<file path="config.mk">
export PLATFORM = sky130hd
export DESIGN_NAME = fsps_sequencer
export DESIGN_NICKNAME = d
export VERILOG_FILES = /design/src/inc/fsps_pkg.sv /design/src/core/fsps_sequencer.sv
export SDC_FILE = /design/constraint.sdc
export NUM_CORES = 1
export LEC_CHECK = 0
export BUFFER_PORTS_ARGS = -buffer_cell sky130_fd_sc_hd__buf_2
export CORE_ASPECT_RATIO = 0.75
export CORE_MARGIN = 5
export CORE_UTILIZATION = 42
export DETAILED_ROUTE_END_ITERATION = 6
export PLACE_DENSITY = 0.66
export SLEW_MARGIN = 20
export SYNTH_ARGS = -nofsm -noshare
export SYNTH_HDL_FRONTEND = slang
export SYNTH_SLANG_ARGS = --single-unit
</file>
<file path="constraint.sdc">
create_clock -name clk -period 2.2 [get_ports clk]
set_clock_uncertainty 0.05 [all_clocks]
set_input_delay 0.22 -clock clk [delete_from_list [all_inputs] [get_ports clk]]
set_output_delay 0.22 -clock clk [all_outputs]
set_load 0.01 [all_outputs]
</file>
<file path="src/inc/fsps_pkg.sv">
/*
  Package for the flash self-program sequencer: register offsets, control
  bit positions, command patterns, lock-read pointer values and timing.
  Assumes a 10 MHz system clock and an APB register bus with 32-bit data.
*/
package fsps_pkg;
  localparam logic [7:0] OFF_CTRL   = 8'h00; // control/status
  localparam logic [7:0] OFF_CMD    = 8'h04; // store/load strobe
  localparam logic [7:0] OFF_PTR    = 8'h08; // index pointer
  localparam logic [7:0] OFF_DATA   = 8'h0C; // data register pair
  localparam logic [7:0] OFF_RDATA  = 8'h10; // load result
  localparam logic [7:0] OFF_STAT   = 8'h14; // loader lock bits
  localparam logic [7:0] OFF_EEPROM = 8'h18; // eeprom busy input mirror

  localparam int BIT_STORE_EN = 0;
  localparam int BIT_ERASE    = 1;
  localparam int BIT_WRITE    = 2;
  localparam int BIT_LOCKSET  = 3;
  localparam int BIT_REENABLE = 4;
  localparam int BIT_BUSY     = 6;
  localparam int BIT_IRQ_EN   = 7;

  localparam logic [4:0] CMD_LOAD  = 5'h01;
  localparam logic [4:0] CMD_ERASE = 5'h03;
  localparam logic [4:0] CMD_WRITE = 5'h05;
  localparam logic [4:0] CMD_LOCK  = 5'h09;
  localparam logic [4:0] CMD_REEN  = 5'h11;

  localparam logic [15:0] PTR_FUSE_LO = 16'h0000;
  localparam logic [15:0] PTR_LOCK    = 16'h0001;
  localparam logic [15:0] PTR_FUSE_HI = 16'h0003;

  localparam int STORE_WINDOW = 4;
  localparam int LOAD_WINDOW  = 3;

  localparam int CLK_HZ       = 10000000;
  localparam int PROG_TIME_US = 3700; // least programming time
  localparam int PROG_CYCLES  = (PROG_TIME_US * (CLK_HZ / 1000000));

  localparam logic [7:0] CTRL_RESET = 8'h00;

  typedef enum logic [2:0] {
    ST_IDLE = 3'b001,
    ST_ARM  = 3'b010,
    ST_PROG = 3'b100
  } fsps_state_t;
endpackage

</file>
<file path="src/core/fsps_sequencer.sv">
/*
  Flash self-program sequencer: control register, temporary page buffer,
  page erase/write and lock-bit programming timed by a cycle counter,
  lock and fuse reads, region blocking and the ready request.
  Assumes an APB master at 10 MHz; the core issues stores and loads by
  writing the strobe register (bit 0 store, bit 1 load).
*/
// Implementation choices: the address map and the APB register port.
`timescale 1ns/1ns
module fsps_sequencer #(
  parameter int PAGE_BITS  = 7,
  parameter int WORD_BITS  = 6,
  parameter int PROG_COUNT = fsps_pkg::PROG_CYCLES,
  parameter logic [6:0] NO_READ_WHILE_WRITE_REGION_FIRST_PAGE = 7'h70
) (
  input  wire logic        clk,
  input  wire logic        sys_rst,
  input  wire logic        psel,
  input  wire logic        penable,
  input  wire logic        pwrite,
  input  wire logic [7:0]  paddr,
  input  wire logic [31:0] pwdata,
  output logic      [31:0] prdata,
  output logic             pready,
  output logic             pslverr,
  input  wire logic        eeprom_write_busy_bit,
  input  wire logic [7:0]  low_fuse_byte,
  input  wire logic [7:0]  high_fuse_byte,
  input  wire logic [1:0]  memory_lock_bits,
  output logic             ready_irq,
  output logic             region_read_blocked,
  output logic             cpu_halt,
  output logic             flash_prog_busy,
  output logic [6:0]       flash_page_addr,
  output logic [1:0]       flash_prog_op,
  output logic [3:0]       loader_lock_bits
);
  import fsps_pkg::*;

  localparam int NWORDS = 1 << WORD_BITS;

  typedef struct packed {
    fsps_state_t           st;
    logic [7:0]            ctrl;
    logic [2:0]            win;
    logic [22:0]           cnt;
    logic [PAGE_BITS-1:0]  page;
    logic [1:0]            op;
    logic                  busy_rww;
    logic                  halt;
    logic [15:0]           ptr;
    logic [15:0]           data;
    logic [7:0]            rdata;
    logic [3:0]            locks;
    logic [NWORDS-1:0]     wvalid;
    logic [31:0]           prdata;
    logic                  pready;
    logic                  pslverr;
    logic                  irq;
  } fsps_regs_t;

  fsps_regs_t q, d;
  logic [15:0] buf_mem [NWORDS];

  logic wr_acc, rd_acc, store_now, load_now, buf_wr, pend_clr;
  logic [WORD_BITS-1:0] buf_idx;
  logic [4:0] cmd;

  always_comb begin
    wr_acc    = psel && penable && pwrite && !q.pready;
    rd_acc    = psel && penable && !pwrite && !q.pready;
    store_now = wr_acc && paddr == OFF_CMD && pwdata[0];
    load_now  = wr_acc && paddr == OFF_CMD && pwdata[1];
    cmd       = q.ctrl[4:0];
    buf_idx   = q.ptr[WORD_BITS:1];
    buf_wr    = 1'b0;
    pend_clr  = 1'b0;
    d         = q;
    d.pready  = psel && penable && !q.pready;
    d.pslverr = 1'b0;

    case (q.st)
      ST_IDLE: begin
        if (wr_acc && paddr == OFF_CTRL) begin
          d.ctrl[BIT_IRQ_EN] = pwdata[BIT_IRQ_EN];
          if (!eeprom_write_busy_bit &&
              (pwdata[4:0] == CMD_LOAD || pwdata[4:0] == CMD_ERASE ||
               pwdata[4:0] == CMD_WRITE || pwdata[4:0] == CMD_LOCK ||
               pwdata[4:0] == CMD_REEN)) begin
            d.ctrl[4:0] = pwdata[4:0];
            d.win       = 3'h0;
            d.st        = ST_ARM;
          end
        end
      end
      ST_ARM: begin
        d.win = q.win + 3'h1;
        if (store_now) begin
          d.ctrl[4:1] = 4'h0;
          d.ctrl[BIT_STORE_EN] = 1'b0;
          d.st = ST_IDLE;
          if (cmd == CMD_LOAD) begin
            buf_wr = !q.wvalid[buf_idx];
            d.wvalid[buf_idx] = 1'b1;
            d.busy_rww = 1'b0;
          end else if (cmd == CMD_REEN) begin
            pend_clr   = 1'b1;
            d.busy_rww = 1'b0;
          end else begin
            d.page = q.ptr[PAGE_BITS+6:7];
            d.cnt  = 23'(PROG_COUNT);
            d.ctrl[BIT_STORE_EN] = 1'b1;
            d.st   = ST_PROG;
            if (cmd == CMD_ERASE || cmd == CMD_WRITE) begin
              d.op = (cmd == CMD_ERASE) ? 2'h1 : 2'h2;
              d.halt = q.ptr[PAGE_BITS+6:7] >= NO_READ_WHILE_WRITE_REGION_FIRST_PAGE;
              // the main region is blocked for any erase or write
              d.busy_rww = 1'b1;
            end else begin
              d.op = 2'h3;
              d.locks = q.locks & q.data[5:2];
            end
          end
        end else if (load_now && cmd == CMD_LOCK &&
                     q.win < 3'(LOAD_WINDOW)) begin
          if (q.ptr == PTR_LOCK)
            d.rdata = {2'b11, q.locks, memory_lock_bits};
          else if (q.ptr == PTR_FUSE_HI)
            d.rdata = high_fuse_byte;
          else
            d.rdata = low_fuse_byte;
          d.ctrl[4:0] = 5'h00;
          d.st = ST_IDLE;
        end else if (q.win >= 3'(STORE_WINDOW - 1)) begin
          d.ctrl[4:0] = 5'h00;
          d.st = ST_IDLE;
        end
      end
      ST_PROG: begin
        d.cnt = q.cnt - 23'h1;
        if (q.cnt <= 23'h1) begin
          d.ctrl[4:0] = 5'h00;
          d.halt = 1'b0;
          d.op   = 2'h0;
          d.st   = ST_IDLE;
          if (q.op == 2'h2)
            pend_clr = 1'b1;
        end
      end
      default: d.st = ST_IDLE;
    endcase

    if (pend_clr)
      d.wvalid = '0;

    if (wr_acc && paddr == OFF_PTR)
      d.ptr = pwdata[15:0];
    if (wr_acc && paddr == OFF_DATA)
      d.data = pwdata[15:0];

    d.prdata = 32'h0;
    if (rd_acc) begin
      if (paddr == OFF_CTRL)
        d.prdata = {24'h0, q.ctrl[7], q.busy_rww, 1'b0, q.ctrl[4:0]};
      else if (paddr == OFF_PTR)
        d.prdata = {16'h0, q.ptr};
      else if (paddr == OFF_DATA)
        d.prdata = {16'h0, q.data};
      else if (paddr == OFF_RDATA)
        d.prdata = {24'h0, q.rdata};
      else if (paddr == OFF_STAT)
        d.prdata = {28'h0, q.locks};
      else if (paddr == OFF_EEPROM)
        d.prdata = {31'h0, eeprom_write_busy_bit};
      else if (paddr != OFF_CMD)
        d.pslverr = 1'b1;
    end else if (wr_acc && paddr > OFF_EEPROM)
      d.pslverr = 1'b1;

    d.irq = q.ctrl[BIT_IRQ_EN] && !d.ctrl[BIT_STORE_EN];
  end

  always_ff @(posedge clk) begin
    if (sys_rst) begin
      q.ctrl     <= CTRL_RESET;
      q.ptr      <= 16'h0000;
      q.data     <= 16'h0000;
      q.rdata    <= 8'h00;
      q.wvalid   <= '0;
      q.prdata   <= 32'h0;
      q.pready   <= 1'b0;
      q.pslverr  <= 1'b0;
      q.irq      <= 1'b0;
      if (q.st == ST_PROG) begin
        q.st  <= d.st;
        q.cnt <= d.cnt;
        q.op  <= d.op;
        q.halt <= d.halt;
        q.busy_rww <= d.busy_rww;
        q.page <= q.page;
        q.locks <= q.locks;
        q.ctrl <= {3'h0, d.ctrl[4:0]};
      end else begin
        q.st    <= ST_IDLE;
        q.cnt   <= 23'h0;
        q.op    <= 2'h0;
        q.halt  <= 1'b0;
        q.busy_rww <= 1'b0;
        q.page  <= '0;
        q.locks <= 4'hF;
      end
    end else begin
      q <= d;
    end
    if (buf_wr)
      buf_mem[buf_idx] <= q.data;
  end

  always_comb begin
    prdata              = q.prdata;
    pready              = q.pready;
    pslverr             = q.pslverr;
    ready_irq           = q.irq;
    region_read_blocked = q.busy_rww;
    cpu_halt            = q.halt;
    flash_prog_busy     = q.st == ST_PROG;
    flash_page_addr     = 7'(q.page);
    flash_prog_op       = q.op;
    loader_lock_bits    = q.locks;
  end
endmodule

</file>
### Yosys cells after proc, flatten, opt, wreduce, memory -nomap -nowiden

Cells that the tools add are included.

| cells by class | value |
|---|---|
| multiplexer cells | 80 |
| reductions and logical operators | 43 |
| bitwise gates (word level) | 5 |
| eq/ne operators | 29 |
| $add $sub $neg | 2 |
| $lt $le $gt $ge | 7 |

Operators by type and width:

| operator | count |
|---|---|
| two-way mux 177 bit | 1 |
| two-way mux 64 bit | 2 |
| two-way mux 16 bit | 6 |
| two-way mux 76 bit | 1 |
| two-way mux 34 bit | 2 |
| two-way mux 68 bit | 1 |
| two-way mux 32 bit | 2 |
| bitwise OR 64 bit | 1 |
| two-way mux 8 bit | 7 |
| one-hot mux 23 bit (2 select lines) | 1 |
| two-way mux 1 bit | 25 |
| two-way mux 5 bit | 5 |
| equality test 8 x 5 -> 1 bit (second input constant) | 3 |
| two-way mux 3 bit | 8 |
| two-way mux 4 bit | 6 |
| <= comparator 23 x 1 -> 1 bit (second input constant) | 1 |
| subtractor 23 x 1 -> 23 bit (second input constant) | 1 |
| logical AND 1 bit | 18 |
| equality test 16 x 1 -> 1 bit (second input constant) | 1 |
| equality test 16 x 2 -> 1 bit (second input constant) | 1 |
| equality test 8 x 4 -> 1 bit (second input constant) | 2 |
| one-hot mux 5 bit (3 select lines) | 1 |
| != test 2 bit (second input constant) | 6 |
| two-way mux 11 bit | 1 |
| other kinds (39) | 63 |

| storage, ports and cells | value |
|---|---|
| register bits | 191 |
| output and inout bits | 51 |

### Logic depth before layout (Yosys ltp)

Gate-level depths: netlist of the first run.

| logic depth | value |
|---|---|
| depth in word-level cells | 13 |
| depth in mapped cells | 8 |

### Worst setup path before layout of the first run

OpenSTA, ideal clock, no wires.

| timing | value |
|---|---|
| path type | input to register |
| start | input port paddr[0] |
| end | register q, in the netlist loader_lock_bits[0] (enable) |
| cell stages on the path | 6 |
| buffers on the path | 1 |
| path slack | -0.205 ns |
| arrival time | 2.047 ns |
| path through | buf_2 or4b_4 or4_4 nor4_4 nand2_1 nand2_1 |

| between the ends | value |
|---|---|
| cells in the longest elaborated chain, start to end | 5 |

Ends and longest elaborated chain:

| what | RTL line | text |
|---|---|---|
| from (decl) | fsps_sequencer.sv:21 | `input wire logic [7:0] paddr,` |
| equality test 8 x 3 -> 1 bit | fsps_sequencer.sv:72 | `store_now = wr_acc && paddr == OFF_CMD && pwdata[0];` |
| logical AND 1 bit (2 in a row) | fsps_sequencer.sv:72 |  |
| nonzero test 2 bit (no source line) | - |  |
| AND reduction 6 bit (no source line) | - |  |
| to (decl) | fsps_sequencer.sv:62 | `fsps_regs_t q, d;` |

Every way passes these cells.
A chain may end at the register's enable or synchronous reset.

### Worst setup path in the final report of the first run

| timing | value |
|---|---|
| start | register q[157] (netlist bit) |
| end | register q[169] (netlist bit) |

| between the ends | value |
|---|---|
| cells in the longest elaborated chain, start to end | 4 |

Ends and longest elaborated chain:

| what | RTL line | text |
|---|---|---|
| subtractor 23 x 1 -> 23 bit (*) | fsps_sequencer.sv:140 | `d.cnt = q.cnt - 23'h1;` |
| one-hot mux 23 bit (2 select lines) (*) | fsps_sequencer.sv:82 | `case (q.st)` |
| two-way mux 34 bit | fsps_sequencer.sv:194 | `if (q.st == ST_PROG) begin` |
| two-way mux 177 bit (*) | fsps_sequencer.sv:184 | `if (sys_rst) begin` |

Every way passes the cells marked *; elsewhere a longest branch is shown, timed or not. The select of a mux whose other input is x is not followed.

==> metrics.csv, run 1 <==
stage;metric;value;unit
final_layout;Final Util;49.40;%
clock_network;CTS Sinks;109;
sta;Hold Violations, Final;0;
global_routing;vias in the first global route;4611;
setup_path;CP Launch Type;flop;
floorplanning;FP Rows;36;
global_routing;initial antenna violation count;0;
placed_design;Post-Place Cell Area;6092;um^2
power;PD cells;622.2;nW/um^2
sta;Slew @ Worst Pin;0.5713;ns
setup_path;reg2reg start;q[157]$_DFF_P_;
detailed_routing;routed wire length per instance;16.72;um
clock_network;clk root buf;clkbuf_16;
detailed_routing;1st-iter DRT viols;471;
power;sw frac;25.51;%
sta;max-slew violation count;0;
synth;Cell Area, Synth;5510;um^2
setup_path;critical path startpoint;q[157]$_DFF_P_;
sta;max frequency;0.4836;GHz
setup_path;CP Max Fanout;7;
setup_path;Req. time, crit path;2.43;ns
final_layout;FILL cells;1212;
detailed_routing;Pre-Repair DR Iteration Count;5;
synth;top cells by area, synth;dfxtp_1 (34%), edfxtp_1 (8.2%), nand2_1 (6.8%);
sta;setup ws final;0.1322;ns
setup_path;Reg2Reg Depth;5;
synth;Synth warnings;0;
sta;final setup vio count;0;
setup_path;Setup crit end kind;flop;
sta;Final min period;2.068;ns
detailed_routing;DRT Wirelength;15010;um
power;sw power;1.014;mW
floorplanning;die area;15530;um^2
detailed_routing;DRT antenna net count;0;
detailed_routing;drt drc;0;
global_routing;GRT Overall Usage;19.36;%
sta;worst hold slack;0.04761;ns
final_layout;Multi-input gate area;2724;um^2
placed_design;Final Wtd Congestion;0.9221;
placed_design;IO Port Bufs;82;
global_routing;largest net degree at the start of global routing;36;
sta;Final Cycle Share;93.99;%
placed_design;placed cells;882;
global_routing;first-pass GRT wire length;23670;um
synth;flops & latches, synth;109;
synth;Mapped Cells;646;
floorplanning;IO Count;115;
final_layout;FF/Latch Area;2332;um^2
synth;Cell variety after synth;61;
detailed_routing;DR vias/cell;5.531;
clock_network;clk slew on worst S/H paths;0.08;ns
synth;post-synthesis sequential area ratio;42.33;%
sta;RSZ-0062 raised after global routing;false;
run_status;status;finished clean;
power;Clock Power Share;40.3;%
power;VDD IR max;0.4067;mV
synth;share of the synthesized area in the top cell type;34.15;%
run;# Max-Cap Violations;0;
final_layout;antenna cells;0;
hold_path;worst hold path startpoint;pwdata[13];
placed_design;Place WS;-0.1865;ns
synth;area leader, netlist;dfxtp_1;
setup_path;WS Path Type;reg -> reg;
power;Comb power frac;7.9;%
power;Power Internal;2.960;mW
detailed_routing;via count;4967;
synth;EDFF count, synth;15;
floorplanning;Initial Util;42.62;%
final_layout;final non-filler cell total;898;
floorplanning;Die Span Y;109.2;um
floorplanning;Die Wd;142.3;um
clock_network;number of buffers inserted by hold repair at cts;0;
power;P_leak;2.473;nW
power;Flop pwr share;51.8;%
global_routing;grt total ovfl;0;
final_layout;Post-Layout Inst Area;6386;um^2
clock_network;Clock Latency Late Sink;0.36;ns
sta;relative slew slack;61.82;%
clock_network;CTS tree;yes;
synth;asr flop ratio synth;0;%
final_layout;nets;790;
hold_path;hold path cells;3;
clock_network;H-tree levels;3;
hold_path;Hold/Removal Path Class;in -> reg;
final_layout;layout cell share with drive strength beyond 1;24.07;%
setup_path;Critical Path AT;2.29;ns
synth;ys flop type;dfxtp_1;
final_layout;Synth-to-Final Area Change;15.89;%
synth;Avg Cell Area, Syn;8.530;um^2
floorplanning;Core ar.;12930;um^2
placed_design;hpwl dp;11350;um
clock_network;CTS Buf Count;9;
clock_network;clk buf depth;2;
==> final cells by class <==
cell class	count	area share, %
sequential	109	36.52
timing repair buffer	127	12.03
clock buffer	10	3.585
tap	171	3.350
inverter	17	1.038
clock inverter	6	0.8229
multi-input combinational	458	42.65
==> layout by cell type (no fill, tap or decap), types with 12 or more instances in the layout <==
| cell | instances |
|---|---|
| buf_4 | 43 |
| mux2i_1 | 18 |
| o21ai_0 | 13 |
| nor3_1 | 16 |
| a22oi_1 | 12 |
| nor2_1 | 47 |
| edfxtp_1 | 15 |
| conb_1 | 16 |
| a31oi_1 | 14 |
| nor4_1 | 13 |
| nand2_1 | 99 |
| buf_2 | 82 |
| mux2_2 | 14 |
| nand3_1 | 12 |
| dfxtp_1 | 94 |
| inv_1 | 16 |
| a21oi_1 | 54 |
==> path summary, 6_finish.rpt <==
check	to	slack (ns)
max	q[169]$_DFF_P_	0.13
min	q[124]$_SDFFE_PP0P_	0.05
max reg2reg	q[169]$_DFF_P_	0.13
min reg2reg	q[118]$_SDFFE_PP0P_	0.41
==> worst max-delay path, stage by stage (launching register included) <==
cell and delay (ns):
dfxtp_1 0.35, or3_1 0.49, or3_1 0.41, nor4_1 0.39, nor3_1 0.09, a211oi_1 0.20
==> cell usage after synthesis, types with 15 or more instances <==
cell      instances
edfxtp_1         15
mux2i_1          18
nor3_1           16
dfxtp_1          94
inv_1            16
nand2_1         100
a21oi_1          54
nor2_1           48
clkbuf_1         30
buf_4            45
==> timing repair <==
action	4_1_cts	5_1_grt
resized for setup	3	2
buffers inserted	0	0
setup endpoints to repair	1	1
pin swaps	0	0
==> state kept, by name (all words and copies together), names as in the netlist <==
register	flops
buf_idx	6
cmd	5
cpu_halt	1
flash_page_addr	7
flash_prog_op	2
loader_lock_bits	4
prdata	16
pready	1
pslverr	1
q	64
ready_irq	1
region_read_blocked	1
==> stage by stage <==
step	power [mW]	TNS, ns
2_1_floorplan	2.303	-0.8482
3_3_place_gp	2.407	-1.285
3_5_place_dp	2.411	-1.483
4_1_cts	4.006	0
5_1_grt	4.125	0
6_report	3.973	0
==> cell families after synthesis <==
| logic type | after synthesis | synth area share, % |
|---|---|---|
| and+or+nand+nor | 263 | 24.41 |
| AOI/OAI and AO/OA | 142 | 16.37 |
| DFF | 109 | 42.33 |
| buffers and inverters | 94 | 9.627 |
| muxes | 32 | 6.131 |
| adders and majority gates | 4 | 0.9083 |
| other | 1 | 0.06805 |
| xor gates and xnor gates | 1 | 0.1590 |
==> power by group through the flow <==
stage                     clock (mW)  sequential [mW]  combinational (mW)
after floorplan                    0             2.10               0.204
after global placement             0             2.10               0.304
after detailed placement           0             2.10               0.307
after CTS                       1.64             2.06               0.309
after global routing            1.72             2.06               0.341
final                           1.60             2.06               0.314
==> layer usage <==
metal	GRT usage (%)	part of all wire (%)	wire, um	up-vias
met4	5.822	1.5	229	0
met1	29.01	48	7214	2359
met5	0	0	0	-
li1	-	-	-	2400
met2	27.31	42	6273	189
met3	4.647	8.6	1297	19
Note: power is estimated with default switching activity, not from simulation.
==> inputs of run 2 (changes only) <==
- PLACE_DENSITY: 0.66 -> unset
- clock period: 2.2 -> 2 ns (I/O delays scaled with it)
==> run 2 against run 1 <==
Net effect:
- wire length increased by 4.9%
- count of clock-buffer cells in the layout is 1 lower
- global-route usage grew 1.3 points
- combinational power grew 23%
- die area is the same
- via count rose by 0.72%
- non-clock buffer count grew 30
- core utilization increased by 2.6 points
- maximum frequency increased by 5.0%
- worst hold slack worse by 0.018 ns
- critical path type unchanged
- highest routed layer unchanged
==> metrics.csv, run 2 (synthesis gave the netlist of run 1 again) <==
stage;metric;value;unit
run_status;status;finished clean;
setup_path;Critical Path AT;2.17;ns
placed_design;Post-Place Cell Area;6290;um^2
setup_path;CP max-delay cell;or4_4;
clock_network;CTS tree;yes;
placed_design;IO Port Bufs;82;
sta;Slew @ Worst Pin;0.5267;ns
clock_network;clk slew on worst S/H paths;0.08;ns
placed_design;Final Wtd Congestion;0.8975;
clock_network;clk root buf;clkbuf_16;
sta;Final min period;1.970;ns
floorplanning;Core ar.;12930;um^2
sta;Final Cycle Share;98.50;%
power;PD cells;649.9;nW/um^2
clock_network;Clock Latency Late Sink;0.36;ns
sta;max frequency;0.5076;GHz
global_routing;first-pass GRT wire length;25100;um
final_layout;max FFs per register;64;
global_routing;GRT Overall Usage;20.67;%
hold_path;Hold/Removal Path Class;in -> reg;
setup_path;Setup crit end kind;flop;
global_routing;vias in the first global route;4785;
detailed_routing;DR vias/cell;5.391;
global_routing;grt total ovfl;0;
clock_network;number of buffers inserted by hold repair at cts;0;
final_layout;final non-filler cell total;928;
sta;final setup vio count;0;
sta;RSZ-0062 raised after global routing;true;
sta;max-slew violation count;0;
floorplanning;die area;15530;um^2
floorplanning;FP Rows;36;
clock_network;CTS Buf Count;9;
floorplanning;Die Span Y;109.2;um
detailed_routing;drt drc;0;
setup_path;slowest stage delay, CP;0.52;ns
setup_path;Req. time, crit path;2.20;ns
run;# Max-Cap Violations;0;
setup_path;WS Path Type;reg -> reg;
global_routing;largest net degree at the start of global routing;28;
floorplanning;Die Wd;142.3;um
clock_network;H-tree levels;3;
setup_path;crit path cell chain;nand4b_1, or4_4, o31ai_2, o21ai_0, and4b_1;
placed_design;hpwl dp;11870;um
detailed_routing;1st-iter DRT viols;346;
detailed_routing;Pre-Repair DR Iteration Count;4;
setup_path;CP Launch Type;flop;
sta;worst hold slack;0.02976;ns
sta;relative slew slack;64.61;%
final_layout;layout cell share with drive strength beyond 1;29.76;%
power;P_leak;2.633;nW
detailed_routing;routed wire length per instance;16.98;um
floorplanning;IO Count;115;
setup_path;CP Max Fanout;5;
final_layout;Synth-to-Final Area Change;22.07;%
final_layout;Post-Layout Inst Area;6726;um^2
final_layout;most frequent cells in the layout;nand2_1 (98), dfxtp_1 (91), buf_2 (82);
detailed_routing;DRT antenna net count;0;
detailed_routing;via count;5003;
placed_design;placed cells;909;
final_layout;Biggest register;q;
sta;Hold Violations, Final;0;
clock_network;CTS Sinks;109;
floorplanning;Initial Util;42.62;%
clock_network;clk buf depth;2;
global_routing;initial antenna violation count;1;
final_layout;nets;820;
detailed_routing;DRT Wirelength;15760;um
final_layout;most common cell after layout, fill and taps aside;nand2_1;
power;VDD IR max;0.5214;mV
[run 2: cell types whose count changed in the layout (fill, tap and decap cells not counted), sizes merged]
cell / previous run / this run
buf: 127 / 157
clkbuf: 10 / 9
clkinv: 1 / 4
diode: 0 / 1
inv: 22 / 19
[run 2: repair_timing]
item,4_1_cts,5_1_grt
setup buffers,1,2
resized for setup,11,18
cloned,0,0
pin swaps,0,8
endpoints found under the setup margin,12,37
[run 2: power breakdown]
| group | internal (mW) | switching [mW] |
|---|---|---|
| Sequential | 2.24 | 0.0212 |
| Clock | 0.863 | 0.859 |
| Combinational | 0.169 | 0.219 |
[run 2: final cells by class]
cell class,instances,area (um^2)
Antenna cell,1,2.502
Clock buffer,9,225.2
Clock inverter,6,57.56
Fill cell,1201,6201
Inverter,17,65.06
Multi-Input combinational cell,458,2838
Sequential cell,109,2336
Tap cell,171,214.0
Timing Repair Buffer,157,988.4
[run 2: final timing paths]
path / from / end / slack, ns / depth (start not counted)
worst min register to register: q[124]$_SDFFE_PP0P_ / q[124]$_SDFFE_PP0P_ / 0.41 / 2
worst max register to register: pready$_SDFF_PP0_ / ready_irq$_SDFF_PP0_ / 0.03 / 5
worst max-delay path: pready$_SDFF_PP0_ / ready_irq$_SDFF_PP0_ / 0.03 / 5
worst min-delay path: pwdata[15] / q[142]$_SDFFE_PP0P_ / 0.03 / 3
[run 2: worst max-delay path, delay by kind of cell, from the launching register on]
| kind | cells | cell delay (ns) |
|---|---|---|
| DFF | 1 | 0.33 |
| and+or+nand+nor | 3 | 0.99 |
| AOI/OAI and AO/OA | 2 | 0.51 |
[run 2: stage by stage]
step                power [mW]  setup slack (ns)  util, %  TNS [ns]
finish                   4.372           0.03010    52.03         0
global placement         2.672           -0.3030    48.65    -6.860
global route             4.569          -0.01107    52.03  -0.05799
detailed placement       2.679           -0.3962    48.65    -7.642
CTS                      4.412           0.01733    51.24         0
floorplan                2.535           -0.3601        -    -5.185
[run 2: routing by layer]
metal	wire [um]	up-vias	share of wire (%)	global-route usage, %
met2	6453	170	41	29.33
met3	1291	17	8.2	6.313
met1	7773	2353	49	30.53
li1	-	2463	-	-
met4	237	0	1.5	4.795
met5	0	-	0	0
==> inputs of run 3 (changes only) <==
- ABC_AREA: unset -> 1
==> run 3 against run 2 <==
Net effect:
- cell area fell by 1.5%
- area after synthesis is 6.2% higher
- register-to-register slack better by 0.16 ns
- power shrank 2.3%
- sequential power barely moved
- sequential share of layout area is 0.45 points higher
- via count up 8.0%
- die area rose by 5.7%
- critical endpoint is now q[170]$_DFF_P_
==> metrics.csv, run 3 <==
stage;metric;value;unit
clock_network;post-CTS sizing;0;
placed_design;Final Wtd Congestion;0.8953;
clock_network;CTS Sinks;109;
run;# Max-Cap Violations;0;
power;PD cells;644.2;nW/um^2
hold_path;worst hold path startpoint;penable;
setup_path;Req. time, crit path;2.20;ns
global_routing;grt total ovfl;0;
final_layout;max FFs per register;64;
final_layout;FILL cells;1421;
synth;top cells by area, synth;dfxtp_1 (32%), nand2_1 (8.4%), inv_1 (8.1%);
final_layout;most frequent cells in the layout;nand2_1 (131), inv_1 (126), dfxtp_1 (94);
clock_network;CTS tree;yes;
floorplanning;Core ar.;13700;um^2
clock_network;CTS Buf Count;9;
final_layout;Biggest register;q;
final_layout;layout cell share with drive strength beyond 1;17.99;%
setup_path;Critical Path AT;2.01;ns
synth;asr flop ratio synth;0;%
sta;max-slew violation count;0;
global_routing;vias in the first global route;4940;
final_layout;nets;969;
global_routing;initial antenna violation count;0;
detailed_routing;routed wire length per instance;14.11;um
synth;flops & latches, synth;109;
synth;top-count cell post-synth;nand2_1;
synth;EDFF count, synth;15;
detailed_routing;drt drc;0;
run_status;status;finished clean;
placed_design;IO Port Bufs;82;
hold_path;Hold/Removal Path Class;in -> reg;
synth;Synth top cells by count;nand2_1 (131), inv_1 (126), dfxtp_1 (94);
synth;Avg Cell Area, Syn;7.045;um^2
hold_path;hold path cells;3;
clock_network;clk buf depth;2;
synth;share of the synthesized area in the top cell type;32.14;%
synth;Cell Area, Synth;5854;um^2
final_layout;most common cell after layout, fill and taps aside;nand2_1;
sta;RSZ-0062 raised after global routing;false;
detailed_routing;via count;5405;
final_layout;Final Util;48.37;%
clock_network;Clock Latency Late Sink;0.35;ns
setup_path;slowest stage delay, CP;0.32;ns
setup_path;Setup crit end kind;flop;
floorplanning;FP Rows;37;
floorplanning;Die Span Y;112.2;um
synth;post-synthesis sequential area ratio;39.84;%
clock_network;clk slew on worst S/H paths;0.07;ns
hold_path;Min-Delay Endpoint;pready$_SDFF_PP0_;
clock_network;number of buffers inserted by hold repair at cts;0;
setup_path;CP max-delay cell;dfxtp_1;
sta;max frequency;0.5536;GHz
global_routing;largest net degree at the start of global routing;42;
setup_path;WS Path Type;reg -> reg;
clock_network;H-tree levels;3;
synth;area leader, netlist;dfxtp_1;
setup_path;reg2reg start;q[154]$_DFF_P_;
setup_path;flop-to-flop setup slack;0.19;ns
detailed_routing;DRT Wirelength;15250;um
setup_path;Reg2Reg Depth;12;
clock_network;clk root buf;clkbuf_16;
setup_path;CP Max Fanout;5;
sta;final setup vio count;0;
setup_path;crit path cell chain;inv_1, ha_1, inv_1, nor2_1, inv_1, nor2_1, buf_4, nand2_1, o21ai_0, nand2_1, nand2_1, inv_1;
synth;Cell variety after synth;37;
power;P_leak;3.111;nW
setup_path;CP Launch Type;flop;
detailed_routing;DR vias/cell;5.000;
sta;Final Cycle Share;90.32;%
power;Final Power;4.270;mW
synth;Synth warnings;0;
sta;setup TNS;0;ns
sta;Final min period;1.806;ns
clock_network;Post-CTS Setup Repair Bufs;0;
final_layout;Synth-to-Final Area Change;13.23;%
sta;Hold Violations, Final;0;
detailed_routing;DRT antenna net count;0;
setup_path;delay-heaviest family, CP;buffers and inverters;
setup_path;WP buf/inv;5;
floorplanning;die area;16420;um^2
floorplanning;Die Wd;146.3;um
global_routing;GRT Overall Usage;18.83;%
setup_path;FF-to-FF End;q[170]$_DFF_P_;
detailed_routing;Pre-Repair DR Iteration Count;4;
final_layout;antenna cells;0;
placed_design;hpwl dp;11700;um
power;VDD IR max;0.3422;mV
synth;Mapped Cells;831;
floorplanning;IO Count;115;
detailed_routing;1st-iter DRT viols;297;
floorplanning;Initial Util;42.72;%
setup_path;Top cell by count, worst path;inv_1;
global_routing;first-pass GRT wire length;25120;um
synth;ys flop type;dfxtp_1;
## run 3: worst max path at each step
| stage | start | to | slack (ns) | cells past startpoint |
|---|---|---|---|---|
| 2_1_floorplan | pready$_SDFF_PP0_ | flash_page_addr[0]$_DFFE_PP_ | 0.12 | 8 |
| 3_3_place_gp | q[154]$_DFF_P_ | q[170]$_DFF_P_ | 0.26 | 12 |
| 3_5_place_dp | q[154]$_DFF_P_ | q[174]$_DFF_P_ | 0.25 | 10 |
| 4_1_cts | q[154]$_DFF_P_ | q[170]$_DFF_P_ | 0.22 | 12 |
| 5_1_grt | q[154]$_DFF_P_ | q[170]$_DFF_P_ | 0.02 | 12 |
| 6_report | q[154]$_DFF_P_ | q[170]$_DFF_P_ | 0.19 | 12 |
## run 3: cell families (layout without fill, tap and decap cells)
family / after synthesis / after routing / synth area share (%)
other cells: 1 / 16 / 0.06405
compound gates: 182 / 182 / 16.33
buf+inv: 202 / 262 / 16.14
xor+xnor: 1 / 1 / 0.1496
fa+ha+maj: 4 / 4 / 0.8549
flops: 109 / 109 / 39.84
simple gates: 332 / 332 / 26.63
## run 3: layer usage
| layer | wire (um) | GRT usage, % | vias up |
|---|---|---|---|
| met5 | 0 | 0 | - |
| met4 | 168 | 4.198 | 0 |
| met3 | 958 | 3.793 | 11 |
| met2 | 5896 | 26.11 | 163 |
| met1 | 8230 | 29.71 | 2424 |
| li1 | - | - | 2807 |
## run 3: metrics by stage
step           hold WS, ns  instance area (um^2)  worst slack [ns]  instances
6_report           0.05427                  6629            0.1937       1081
5_1_grt            0.04758                  6629           0.02364       1081
4_1_cts            0.04440                  6629            0.2222       1081
3_5_place_dp        0.3867                  6327            0.2494       1065
3_3_place_gp        0.3831                  6327            0.2640       1065
2_1_floorplan       0.2895                  5911            0.1240        846
## run 3: report_power, final
part           internal [mW]  switching (mW)  total (mW)
logic                 0.0762           0.144       0.220
clock network          0.944           0.868        1.81
registers               2.23         0.00882        2.24
## run 3: final cells by class
| cell class | count | area [um^2] | share of cell area, % |
|---|---|---|---|
| Inverter | 133 | 499.2 | 7.531 |
| Sequential cell | 109 | 2332 | 35.18 |
| Tap cell | 175 | 219.0 | 3.303 |
| Clock buffer | 11 | 252.7 | 3.813 |
| Timing Repair Buffer | 113 | 643.1 | 9.702 |
| Clock inverter | 5 | 48.80 | 0.7361 |
| Multi-Input combinational cell | 535 | 2634 | 39.73 |
## run 3: worst min-delay path: cells and delay by family
| kind | cells | cell delay, ns |
|---|---|---|
| buffers and inverters | 1 | 0.11 |
| and+or+nand+nor | 2 | 0.10 |
